[src/verilog/tsu_pkg.sv]
/*
  Shared constants and types for the task switch unit.
  Assumes a single 20 MHz core clock and 32-bit word memory.
*/
package tsu_pkg;
  // ----------------------------------------------------------------
  // Widths
  // ----------------------------------------------------------------
  localparam int ADDR_W = 32;
  localparam int SEL_W = 16;
  localparam int IDX_W = 4;
  // Index of the last word in the processor-maintained lower part of a task-state record
  localparam logic [IDX_W-1:0] REC_LAST_IDX = 4'hF;
  // Word holding the instruction pointer inside the record
  localparam logic [IDX_W-1:0] REC_IP_IDX = 4'h0;
  localparam logic [1:0] WORD_SHIFT_ZERO = 2'h0;

  // ----------------------------------------------------------------
  // System register selectors for privileged access
  // ----------------------------------------------------------------
  localparam logic SYS_FAULT_ADDR = 1'h0;
  localparam logic SYS_TASK_PTR = 1'h1;

  // ----------------------------------------------------------------
  // Timing: switch budget
  // ----------------------------------------------------------------
  localparam int SWITCH_TIME_NS = 17000;
  localparam int CLK_PERIOD_NS = 50;
  localparam int CNT_W = 10;
  // Longest time, so round down
  localparam logic [CNT_W-1:0] SWITCH_CYCLES = CNT_W'(SWITCH_TIME_NS / CLK_PERIOD_NS);
  localparam logic [CNT_W-1:0] CNT_ONE = 10'h001;
  localparam logic [CNT_W-1:0] CNT_ZERO = 10'h000;
  localparam logic [ADDR_W-1:0] WORD_ZERO = 32'h00000000;
  localparam logic [SEL_W-1:0] SEL_ZERO = 16'h0000;

  // ----------------------------------------------------------------
  // States
  // ----------------------------------------------------------------
  typedef enum logic [2:0] {
    TSU_IDLE = 3'h0,
    TSU_SAVE = 3'h1,
    TSU_LOAD_TP = 3'h3,
    TSU_RESTORE = 3'h2,
    TSU_RESUME = 3'h6
  } tsu_state_t;

  typedef enum logic [1:0] {
    TSU_MV_IDLE = 2'h0,
    TSU_MV_ISSUE = 2'h1,
    TSU_MV_WAIT = 2'h3,
    TSU_MV_DONE = 2'h2
  } tsu_mv_state_t;
endpackage

[src/verilog/tsu_xfer_if.sv]
/*
  Command carrier between the switch sequencer and the record mover.
  Assumes both ends run on the same clock.
*/
`timescale 1ns/1ns
interface tsu_xfer_if;
  logic start;
  logic dir_save;
  logic [tsu_pkg::ADDR_W-1:0] base;
  logic [tsu_pkg::ADDR_W-1:0] save_ip;
  logic done;
  logic [tsu_pkg::ADDR_W-1:0] ip_word;

  modport seq (output start, output dir_save, output base, output save_ip,
               input done, input ip_word);
  modport mover (input start, input dir_save, input base, input save_ip,
                 output done, output ip_word);
endinterface

[src/verilog/tsu_top.sv]
/*
  Task switch unit: sequences a hardware task switch, holds the task
  pointer and fault address system registers, forms linear addresses.
  Assumes decode logic pulses SWITCH_REQ with the descriptor already
  fetched, and that paging and protection checks live elsewhere.
*/
`timescale 1ns/1ns
// Summary of operation
// - On a page fault, capture the faulting linear address in the fault address register.
// - Only privileged instructions may read or write system registers.
// - Task pointer register holds selector and descriptor of the running task's record.
// - On a task jump, save registers first, then load the task pointer register.
// - After the task pointer update, restore registers from the new record.
// - When switching completes, fetch resumes at the restored instruction pointer.
// - The saved instruction pointer points past the jump that suspended the task.
// - Only the lower, register-holding part of a record is ever written.
// - A full switch targets about 17 microseconds; longer switches are flagged.
// - Linear address is segment base plus offset, optionally passed on to paging.
module tsu_top (
  input wire logic CLOCK,
  input wire logic ARST_N,
  input wire logic SWITCH_REQ,
  input wire logic [tsu_pkg::SEL_W-1:0] SWITCH_SEL,
  input wire logic [tsu_pkg::ADDR_W-1:0] DESC_BASE,
  input wire logic [tsu_pkg::ADDR_W-1:0] DESC_LIMIT,
  input wire logic [tsu_pkg::ADDR_W-1:0] NEXT_IP,
  output logic SWITCH_BUSY,
  output logic SWITCH_SLOW,
  output logic INT_HOLD,
  output logic FETCH_LOAD,
  output logic [tsu_pkg::ADDR_W-1:0] FETCH_IP,
  output logic [tsu_pkg::SEL_W-1:0] TP_SEL,
  output logic [tsu_pkg::ADDR_W-1:0] TP_BASE,
  output logic [tsu_pkg::ADDR_W-1:0] TP_LIMIT,
  input wire logic PAGE_FAULT,
  input wire logic [tsu_pkg::ADDR_W-1:0] FAULT_LINADDR,
  input wire logic PRIV,
  input wire logic SYS_WE,
  input wire logic SYS_RE,
  input wire logic SYS_SEL,
  input wire logic [tsu_pkg::ADDR_W-1:0] SYS_WDATA,
  output logic [tsu_pkg::ADDR_W-1:0] SYS_RDATA,
  output logic SYS_DENIED,
  output logic [tsu_pkg::ADDR_W-1:0] FAULT_ADDR,
  input wire logic ADDR_VALID,
  input wire logic [tsu_pkg::ADDR_W-1:0] SEG_BASE,
  input wire logic [tsu_pkg::ADDR_W-1:0] SEG_OFFSET,
  input wire logic PAGING_EN,
  output logic LIN_VALID,
  output logic LIN_PAGED,
  output logic [tsu_pkg::ADDR_W-1:0] LIN_ADDR,
  output logic MEM_REQ,
  output logic MEM_WE,
  output logic [tsu_pkg::ADDR_W-1:0] MEM_ADDR,
  output logic [tsu_pkg::ADDR_W-1:0] MEM_WDATA,
  input wire logic [tsu_pkg::ADDR_W-1:0] MEM_RDATA,
  input wire logic MEM_ACK,
  output logic [tsu_pkg::IDX_W-1:0] REG_IDX,
  output logic REG_WE,
  output logic [tsu_pkg::ADDR_W-1:0] REG_WDATA,
  input wire logic [tsu_pkg::ADDR_W-1:0] REG_RDATA
);
  tsu_pkg::tsu_state_t state_ff, nxt_state;
  logic start_ff, save_dir_ff, fetch_load_ff, slow_ff, hold_ff, denied_ff;
  logic lin_valid_ff, lin_paged_ff;
  logic [tsu_pkg::SEL_W-1:0] tp_sel_ff, new_sel_ff;
  logic [tsu_pkg::ADDR_W-1:0] tp_base_ff, tp_limit_ff, new_base_ff, new_limit_ff;
  logic [tsu_pkg::ADDR_W-1:0] ret_ip_ff, fetch_ip_ff, fault_ff, rdata_ff, lin_ff;
  logic [tsu_pkg::CNT_W-1:0] cnt_ff;

  tsu_xfer_if xf ();

  tsu_mover u_mover (
    .CLOCK(CLOCK),
    .ARST_N(ARST_N),
    .xf(xf.mover),
    .MEM_REQ(MEM_REQ),
    .MEM_WE(MEM_WE),
    .MEM_ADDR(MEM_ADDR),
    .MEM_WDATA(MEM_WDATA),
    .MEM_RDATA(MEM_RDATA),
    .MEM_ACK(MEM_ACK),
    .REG_IDX(REG_IDX),
    .REG_WE(REG_WE),
    .REG_WDATA(REG_WDATA),
    .REG_RDATA(REG_RDATA)
  );

  // ----------------------------------------------------------------
  // Decode
  // ----------------------------------------------------------------
  wire idle = (state_ff == tsu_pkg::TSU_IDLE);
  wire take_switch = idle && SWITCH_REQ;
  wire sys_ok = PRIV && idle;
  wire sys_bad = (SYS_WE || SYS_RE) && !PRIV;
  wire wr_fault = SYS_WE && sys_ok && (SYS_SEL == tsu_pkg::SYS_FAULT_ADDR);
  wire wr_tp = SYS_WE && sys_ok && (SYS_SEL == tsu_pkg::SYS_TASK_PTR);
  wire [tsu_pkg::ADDR_W-1:0] sys_view = (SYS_SEL == tsu_pkg::SYS_TASK_PTR) ?
    {{(tsu_pkg::ADDR_W-tsu_pkg::SEL_W){1'b0}}, tp_sel_ff} : fault_ff;
  wire [tsu_pkg::ADDR_W-1:0] lin_sum = SEG_BASE + SEG_OFFSET;
  wire over_budget = (cnt_ff > tsu_pkg::SWITCH_CYCLES);

  always_comb begin
    case (state_ff)
      tsu_pkg::TSU_IDLE: nxt_state = SWITCH_REQ ? tsu_pkg::TSU_SAVE : tsu_pkg::TSU_IDLE;
      // The pointer register changes only after the old set is stored
      tsu_pkg::TSU_SAVE: nxt_state = xf.done ? tsu_pkg::TSU_LOAD_TP : tsu_pkg::TSU_SAVE;
      tsu_pkg::TSU_LOAD_TP: nxt_state = tsu_pkg::TSU_RESTORE;
      tsu_pkg::TSU_RESTORE: nxt_state = xf.done ? tsu_pkg::TSU_RESUME : tsu_pkg::TSU_RESTORE;
      tsu_pkg::TSU_RESUME: nxt_state = tsu_pkg::TSU_IDLE;
      default: nxt_state = tsu_pkg::TSU_IDLE;
    endcase
  end

  // ----------------------------------------------------------------
  // Switch sequencer
  // ----------------------------------------------------------------
  always_ff @(posedge CLOCK or negedge ARST_N) begin
    if (!ARST_N) begin
      state_ff <= tsu_pkg::TSU_IDLE;
      start_ff <= 1'b0;
      save_dir_ff <= 1'b0;
      fetch_load_ff <= 1'b0;
    end else begin
      state_ff <= nxt_state;
      start_ff <= take_switch || (state_ff == tsu_pkg::TSU_LOAD_TP);
      save_dir_ff <= take_switch;
      fetch_load_ff <= (state_ff == tsu_pkg::TSU_RESTORE) && xf.done;
    end
  end

  always_ff @(posedge CLOCK or negedge ARST_N) begin
    if (!ARST_N) begin
      new_sel_ff <= tsu_pkg::SEL_ZERO;
      new_base_ff <= tsu_pkg::WORD_ZERO;
      new_limit_ff <= tsu_pkg::WORD_ZERO;
      ret_ip_ff <= tsu_pkg::WORD_ZERO;
      fetch_ip_ff <= tsu_pkg::WORD_ZERO;
    end else begin
      if (take_switch) begin
        new_sel_ff <= SWITCH_SEL;
        new_base_ff <= DESC_BASE;
        new_limit_ff <= DESC_LIMIT;
        ret_ip_ff <= NEXT_IP;
      end
      if ((state_ff == tsu_pkg::TSU_RESTORE) && xf.done) begin
        fetch_ip_ff <= xf.ip_word;
      end
    end
  end

  // ----------------------------------------------------------------
  // Task pointer register
  // ----------------------------------------------------------------
  always_ff @(posedge CLOCK or negedge ARST_N) begin
    if (!ARST_N) begin
      tp_sel_ff <= tsu_pkg::SEL_ZERO;
      tp_base_ff <= tsu_pkg::WORD_ZERO;
      tp_limit_ff <= tsu_pkg::WORD_ZERO;
    end else if (state_ff == tsu_pkg::TSU_LOAD_TP) begin
      tp_sel_ff <= new_sel_ff;
      tp_base_ff <= new_base_ff;
      tp_limit_ff <= new_limit_ff;
    end else if (wr_tp) begin
      // Privileged load takes the selector and the descriptor presented now
      tp_sel_ff <= SYS_WDATA[tsu_pkg::SEL_W-1:0];
      tp_base_ff <= DESC_BASE;
      tp_limit_ff <= DESC_LIMIT;
    end
  end

  // ----------------------------------------------------------------
  // Fault address and privileged access
  // ----------------------------------------------------------------
  always_ff @(posedge CLOCK or negedge ARST_N) begin
    if (!ARST_N) begin
      fault_ff <= tsu_pkg::WORD_ZERO;
      rdata_ff <= tsu_pkg::WORD_ZERO;
      denied_ff <= 1'b0;
    end else begin
      // A fault in the same cycle as a software write wins
      if (PAGE_FAULT) begin
        fault_ff <= FAULT_LINADDR;
      end else if (wr_fault) begin
        fault_ff <= SYS_WDATA;
      end
      if (SYS_RE && sys_ok) begin
        rdata_ff <= sys_view;
      end
      denied_ff <= sys_bad;
    end
  end

  // ----------------------------------------------------------------
  // Interrupt hold and switch budget
  // ----------------------------------------------------------------
  always_ff @(posedge CLOCK or negedge ARST_N) begin
    if (!ARST_N) begin
      hold_ff <= 1'b0;
      cnt_ff <= tsu_pkg::CNT_ZERO;
      slow_ff <= 1'b0;
    end else begin
      // Raised with the request so no interrupt slips in before the save
      hold_ff <= (nxt_state != tsu_pkg::TSU_IDLE);
      if (take_switch) begin
        cnt_ff <= tsu_pkg::CNT_ONE;
      end else if (!idle && !over_budget) begin
        cnt_ff <= cnt_ff + tsu_pkg::CNT_ONE;
      end
      if (take_switch) begin
        slow_ff <= 1'b0;
      end else if (state_ff == tsu_pkg::TSU_RESUME) begin
        slow_ff <= over_budget;
      end
    end
  end

  // ----------------------------------------------------------------
  // Linear address path
  // ----------------------------------------------------------------
  always_ff @(posedge CLOCK or negedge ARST_N) begin
    if (!ARST_N) begin
      lin_ff <= tsu_pkg::WORD_ZERO;
      lin_valid_ff <= 1'b0;
      lin_paged_ff <= 1'b0;
    end else begin
      lin_valid_ff <= ADDR_VALID;
      if (ADDR_VALID) begin
        lin_ff <= lin_sum;
        lin_paged_ff <= PAGING_EN;
      end
    end
  end

  assign xf.start = start_ff;
  assign xf.dir_save = save_dir_ff;
  // Save walk sees the old record, restore walk the one just loaded in LOAD_TP
  assign xf.base = tp_base_ff;
  assign xf.save_ip = ret_ip_ff;
  assign SWITCH_BUSY = !idle;
  assign SWITCH_SLOW = slow_ff;
  assign INT_HOLD = hold_ff || SWITCH_REQ;
  assign FETCH_LOAD = fetch_load_ff;
  assign FETCH_IP = fetch_ip_ff;
  assign TP_SEL = tp_sel_ff;
  assign TP_BASE = tp_base_ff;
  assign TP_LIMIT = tp_limit_ff;
  assign SYS_RDATA = rdata_ff;
  assign SYS_DENIED = denied_ff;
  assign FAULT_ADDR = fault_ff;
  assign LIN_ADDR = lin_ff;
  assign LIN_VALID = lin_valid_ff;
  assign LIN_PAGED = lin_paged_ff;
endmodule

[src/verilog/tsu_mover.sv]
/*
  Record mover: walks the lower part of a task-state record, one word
  per memory handshake, saving core registers or restoring them.
  Assumes memory holds MEM_ACK for one cycle per accepted request and the
  core register file reads combinationally by index.
*/
`timescale 1ns/1ns
module tsu_mover (
  input wire logic CLOCK,
  input wire logic ARST_N,
  tsu_xfer_if.mover xf,
  output logic MEM_REQ,
  output logic MEM_WE,
  output logic [tsu_pkg::ADDR_W-1:0] MEM_ADDR,
  output logic [tsu_pkg::ADDR_W-1:0] MEM_WDATA,
  input wire logic [tsu_pkg::ADDR_W-1:0] MEM_RDATA,
  input wire logic MEM_ACK,
  output logic [tsu_pkg::IDX_W-1:0] REG_IDX,
  output logic REG_WE,
  output logic [tsu_pkg::ADDR_W-1:0] REG_WDATA,
  input wire logic [tsu_pkg::ADDR_W-1:0] REG_RDATA
);
  tsu_pkg::tsu_mv_state_t state_ff, nxt_state;
  logic [tsu_pkg::IDX_W-1:0] idx_ff;
  logic save_ff, req_ff, reg_we_ff;
  logic [tsu_pkg::ADDR_W-1:0] base_ff, addr_ff, wdata_ff, reg_wdata_ff, ip_ff;

  // ----------------------------------------------------------------
  // Decode
  // ----------------------------------------------------------------
  wire is_ip_word = (idx_ff == tsu_pkg::REC_IP_IDX);
  wire is_last = (idx_ff == tsu_pkg::REC_LAST_IDX);
  wire acked = (state_ff == tsu_pkg::TSU_MV_WAIT) && MEM_ACK;
  // Offsets never pass the last lower word, so the OS part stays untouched
  wire [tsu_pkg::ADDR_W-1:0] word_addr =
    base_ff + {{(tsu_pkg::ADDR_W-tsu_pkg::IDX_W-2){1'b0}}, idx_ff, tsu_pkg::WORD_SHIFT_ZERO};
  // Saved IP is the one past the switching jump, not the live register
  wire [tsu_pkg::ADDR_W-1:0] save_word = is_ip_word ? xf.save_ip : REG_RDATA;

  always_comb begin
    case (state_ff)
      tsu_pkg::TSU_MV_IDLE: nxt_state = xf.start ? tsu_pkg::TSU_MV_ISSUE : tsu_pkg::TSU_MV_IDLE;
      tsu_pkg::TSU_MV_ISSUE: nxt_state = tsu_pkg::TSU_MV_WAIT;
      tsu_pkg::TSU_MV_WAIT: begin
        if (MEM_ACK) begin
          nxt_state = is_last ? tsu_pkg::TSU_MV_DONE : tsu_pkg::TSU_MV_ISSUE;
        end else begin
          nxt_state = tsu_pkg::TSU_MV_WAIT;
        end
      end
      tsu_pkg::TSU_MV_DONE: nxt_state = tsu_pkg::TSU_MV_IDLE;
      default: nxt_state = tsu_pkg::TSU_MV_IDLE;
    endcase
  end

  // ----------------------------------------------------------------
  // Registers
  // ----------------------------------------------------------------
  always_ff @(posedge CLOCK or negedge ARST_N) begin
    if (!ARST_N) begin
      state_ff <= tsu_pkg::TSU_MV_IDLE;
      idx_ff <= tsu_pkg::REC_IP_IDX;
      save_ff <= 1'b0;
      base_ff <= tsu_pkg::WORD_ZERO;
    end else begin
      state_ff <= nxt_state;
      if (state_ff == tsu_pkg::TSU_MV_IDLE && xf.start) begin
        idx_ff <= tsu_pkg::REC_IP_IDX;
        save_ff <= xf.dir_save;
        base_ff <= xf.base;
      end else if (acked) begin
        idx_ff <= idx_ff + {{(tsu_pkg::IDX_W-1){1'b0}}, 1'b1};
      end
    end
  end

  always_ff @(posedge CLOCK or negedge ARST_N) begin
    if (!ARST_N) begin
      req_ff <= 1'b0;
      addr_ff <= tsu_pkg::WORD_ZERO;
      wdata_ff <= tsu_pkg::WORD_ZERO;
    end else begin
      req_ff <= (nxt_state == tsu_pkg::TSU_MV_ISSUE) || (nxt_state == tsu_pkg::TSU_MV_WAIT);
      if (state_ff == tsu_pkg::TSU_MV_ISSUE) begin
        addr_ff <= word_addr;
        wdata_ff <= save_word;
      end
    end
  end

  always_ff @(posedge CLOCK or negedge ARST_N) begin
    if (!ARST_N) begin
      reg_we_ff <= 1'b0;
      reg_wdata_ff <= tsu_pkg::WORD_ZERO;
      ip_ff <= tsu_pkg::WORD_ZERO;
    end else begin
      reg_we_ff <= acked && !save_ff;
      if (acked && !save_ff) begin
        reg_wdata_ff <= MEM_RDATA;
        if (is_ip_word) begin
          ip_ff <= MEM_RDATA;
        end
      end
    end
  end

  assign MEM_REQ = req_ff && (state_ff == tsu_pkg::TSU_MV_WAIT);
  assign MEM_WE = save_ff;
  assign MEM_ADDR = addr_ff;
  assign MEM_WDATA = wdata_ff;
  assign REG_IDX = idx_ff;
  assign REG_WE = reg_we_ff;
  assign REG_WDATA = reg_wdata_ff;
  assign xf.done = (state_ff == tsu_pkg::TSU_MV_DONE);
  assign xf.ip_word = ip_ff;
endmodule

[config.mk]
export PLATFORM = sky130hd
export DESIGN_NAME = tsu_top
export DESIGN_NICKNAME = d
export VERILOG_FILES = /design/src/verilog/tsu_pkg.sv /design/src/verilog/tsu_xfer_if.sv /design/src/verilog/tsu_top.sv /design/src/verilog/tsu_mover.sv
export SDC_FILE = /design/constraint.sdc
export NUM_CORES = 1
export LEC_CHECK = 0
export ABC_CLOCK_PERIOD_IN_PS = 2400
export CORE_AREA = 2 2 246 248
export CTS_CLUSTER_SIZE = 24
export DETAILED_ROUTE_END_ITERATION = 12
export DIE_AREA = 0 0 248 250
export DONT_BUFFER_PORTS = 1
export PLACE_DENSITY = 0.6
export RECOVER_POWER = 50
export SYNTH_ARGS = -nofsm -noshare
export SYNTH_HDL_FRONTEND = slang
export SYNTH_SLANG_ARGS = --single-unit
[constraint.sdc]
create_clock -name CLOCK -period 2.4 [get_ports CLOCK]
set_input_delay 0.36 -clock CLOCK [delete_from_list [all_inputs] [get_ports CLOCK]]
set_output_delay 0.36 -clock CLOCK [all_outputs]
set_load 0.005 [all_outputs]
==> summary.txt <==
STA
  • Slew HR: -51.5%
  • Final hold slack: -0.542 ns
  • Setup Skew: 0.0347 ns
  • Setup TNS: 0 ns
  • Final-report setup violation count: 0
  • Part of the cycle the worst path needs: a little over nine tenths
  • Final slew viol count: 313
  • F_max: around 430 MHz
  • Actual transition at the worst max-transition pin: about 2.3 ns
  • Post-layout worst setup margin: 0.0983 ns
  • Minimum clock period after layout: 2.30 ns
  • Final Hold Fails: just over 500
  • RSZ-0062 raised after global routing: no

Route
  • DRT antenna net count: 0
  • Vias post-DR: 17300
  • Vias/cell: 5.22
  • 1st-pass router iterations: 5
  • Number of remaining DRC errors: 0
  • Avg WL per Cell: 20.9 µm
  • Drt first-iter violations: 1136
  • Final WL: between 60000 and 70000 µm

Die
  • Core area: roughly 60000 µm²
  • Die W: 248 µm
  • Die H: 250 µm
  • Row count: 90
  • Die Area: 62000 µm²
  • Initial Utilization: 38.3%
  • # IOs: between 600 and 700

Logic synthesis
  • FFs w/ async S/R, synth: 100%
  • Post-synth design cell area: about 23000 µm²
  • Simple-gate share of the synthesized area: between 10% and 20%
  • Syn nets: 2584
  • Synth warn: 0
  • Largest family of logic cells by synthesized area: simple AND/OR/NAND/NOR gates
  • Synth Area in XOR/XNOR: 2.30%
  • Post-synth EDFFs: 0
  • Post-Syn Instances: 2228
  • Compound-Gate Fraction of Synth Area: 8.40%
  • Mux contribution to synthesized area: approximately an eighth
  • Avg Cell Area, Syn: 10.2 µm²
  • Ys flop type: dfrtp_1
  • Seq cells post-synth: 509
  • Post-synthesis adder-cell area fraction: 2.31%
  • Synth unique cells: 69
  • Share of the yosys chip area belonging to registers: 55.8%

Clocking
  • H-tree depth: 2
  • CTS clock-pin slew for the worst setup and hold paths: approximately 0.060 ns
  • CTS root buf: clkbuf_16
  • Later-pin clock latency in the skew report: 0.61 ns
  • CTS Buf Count: 56
  • Clock sinks: around 510
  • Longest Clk Path Bufs: 3
  • CTS tree: yes

Finish
  • Share of layout cells above drive strength 1: 12.3%
  • Final core utilization: a little under half
  • FF/Latch Area: 12700 µm²
  • Net count, final: 2848
  • Fillers: 5317
  • P&R area growth vs syn: 25.1%
  • Multi-input logic area: 9570 µm²

Worst setup path
  • Crit path from: state_ff[2]
  • Worst R2R Setup Slack: 0.1 ns
  • Crit start category: register
  • Worst r2r src: state_ff[2]
  • Register-to-Register Path Depth: 7
  • CP Data Arrival Time: between 2 and 3 ns
  • Crit end category: register
  • CP max FO: 32
  • CP max stage cell: dlygate4sd3_1
  • Worst EP required: between 2 and 3 ns
  • Setup CP Type: register to register
  • Reg-to-reg endpoint: FAULT_ADDR[14]
  • Crit path cell chain: nor3_2 > buf_4 > nand4b_1 > buf_8 > mux2i_1 > o21ai_0 > dlygate4sd3_1
  • CP peak stage delay: 0.57 ns

Place
  • Final HPWL DP: 47100 µm
  • DP Worst Slack: -0.235 ns
  • Port bufs: 0
  • Gpl congestion: 0.883

Global route
  • Vias in the first global route: 17900
  • Total track usage: 21.6%
  • Busiest metal layer after global routing: met2
  • First-pass GRT wire length: 105000 µm
  • Antenna violations before repair: 6
  • Total grt overflow: 0
  • Met1 Use GR: 25.6%
  • Largest net degree at the start of global routing: between 500 and 600
  • Met3 global-route usage: 7.04%
  • GR Layer Usage met2: a little over a third

Min path
  • HP Class: input port to async pin

Status
  • Failing checks: hold timing, slew limit
  • Status: finished with violations

Power and ir drop
  • Clock power frac: between 20% and 30%
  • Max VDD drop: 0.000687 V
  • Combinational group share of total power: 28.2%
  • Pwr dens: 1180 nW/µm²
  • Sequential cell fraction of total power: a little under half
  • Tot Pwr: between 30000 and 40000 µW
  • Int Pwr: between 20000 and 25000 µW
  • Leak pwr: 0.0138 µW
  • Sw Ratio: 36.3%
  • Sw Pwr: between 10000 and 15000 µW

Job
  • Max Cap Violations: 0
[synth_stat cells, types with 4 or more instances]
cell type	count	area (µm²)
nand3b_1	4	30.0
xor2_1	29	254
nand2b_1	20	125
o21ai_1	7	35.0
or3_1	5	31.3
and3_1	8	50.1
buf_2	31	155
a21o_1	14	105
nor2b_1	5	31.3
mux2i_1	166	1660
mux2_2	115	1290
a21oi_1	44	220
o21ai_0	224	1120
xnor2_1	31	272
o21a_1	5	37.5
and4_1	4	35.0
clkbuf_1	89	334
nor2_1	48	180
nand4_1	23	144
nor3_1	7	35.0
inv_1	20	75.1
nand2_1	680	2550
or2_2	4	25.0
nand3_1	21	105
dfrtp_1	509	12700
a31oi_1	5	31.3
ha_1	39	488
buf_1	6	22.5
and2_1	5	31.3
[registers in the layout (all words and copies together), names as in the netlist, 4 cells and up]
| register | count |
|---|---|
| new_limit_ff | 32 |
| u_mover.xf.ip_word | 32 |
| LIN_ADDR | 32 |
| new_base_ff | 32 |
| u_mover.REG_IDX | 4 |
| SYS_RDATA | 32 |
| u_mover.base_ff | 32 |
| ret_ip_ff | 32 |
| new_sel_ff | 16 |
| TP_LIMIT | 32 |
| u_mover.REG_WDATA | 32 |
| FAULT_ADDR | 32 |
| u_mover.MEM_ADDR | 32 |
| TP_SEL | 16 |
| FETCH_IP | 32 |
| TP_BASE | 32 |
| u_mover.MEM_WDATA | 32 |
| cnt_ff | 10 |
[power groups by stage]
stage | clock network, µW | registers (µW) | logic (µW)
floorplan | 0 | 14200 | 6780
global placement | 0 | 15500 | 8670
detailed placement | 0 | 15600 | 9050
CTS | 8810 | 15500 | 9530
global route | 9200 | 16000 | 10700
finish | 8640 | 15500 | 9490
[layer usage]
layer	routed length [µm]	part of all wire (%)
met1	27100	39
met2	33200	48
met3	6040	8.7
met4	3040	4.4
met5	0	0
[kinds of logic (layout without fill, tap and decap cells)]
kind of cell	count (synthesis)	after routing
mux	284	284
fa+ha+maj	41	41
simple gates	848	848
buf+inv	150	452
flops	509	509
xor+xnor	60	60
other cells	0	5
compound gates	336	336
[worst max-delay path by stage]
stage	to	cells after the start
after floorplan	LIN_ADDR[16]	9
after global placement	LIN_ADDR[16]	9
after detailed placement	LIN_ADDR[20]	9
after CTS	FAULT_ADDR[9]	7
after global routing	FAULT_ADDR[6]	7
final	FAULT_ADDR[14]	7
[area by class of cell]
cell class,instances,share of cell area (%)
Sequential cell,509,44.6
Tap cell,782,3.43
Clock buffer,77,5.50
Antenna cell,5,0.0438
Multi-Input combinational cell,1569,33.5
Timing Repair Buffer,335,11.7
Inverter,21,0.285
Clock inverter,19,0.886
[critical path, delay by kind of cell, from the launching register on]
family,cells,cell delay (ns)
buf+inv,3,0.99
compound gates,1,0.11
simple gates,2,0.37
mux,1,0.22
flops,1,0.46
[timing repair]
item / CTS / global route
setup buffers: 0 / 0
hold endpoints to repair: 894 / 510
hold buffers: 263 / 1
endpoints found under the setup margin: 0 / 30
gates resized for setup: 0 / 8
[stage by stage]
step	instance area [µm²]	cells	hold WS, ns
after global routing	28500	3317	-0.578
after CTS	28500	3311	-0.590
after floorplan	22900	2228	0.0644
after global placement	24000	2952	0.0736
final	28500	3317	-0.542
after detailed placement	24000	2952	0.0705
[layout by cell type, fill, tap and decap left out, types with 8 or more instances in the layout]
cell | synthesis | final
nand2_1 | 680 | 678
dfrtp_1 | 509 | 508
dlygate4sd3_1 | 0 | 261
o21ai_0 | 224 | 224
mux2i_1 | 166 | 166
mux2_2 | 115 | 115
clkbuf_16 | 0 | 56
buf_4 | 3 | 55
nor2_1 | 48 | 44
a21oi_1 | 44 | 44
ha_1 | 39 | 38
xnor2_1 | 31 | 31
xor2_1 | 29 | 29
nand4_1 | 23 | 23
nand3_1 | 21 | 20
inv_1 | 20 | 19
nand2b_1 | 20 | 19
clkbuf_1 | 89 | 15
a21o_1 | 14 | 14
buf_12 | 0 | 14
clkbuf_8 | 0 | 9
and3_1 | 8 | 8
No activity file was read; power rests on OpenSTA's default activity.
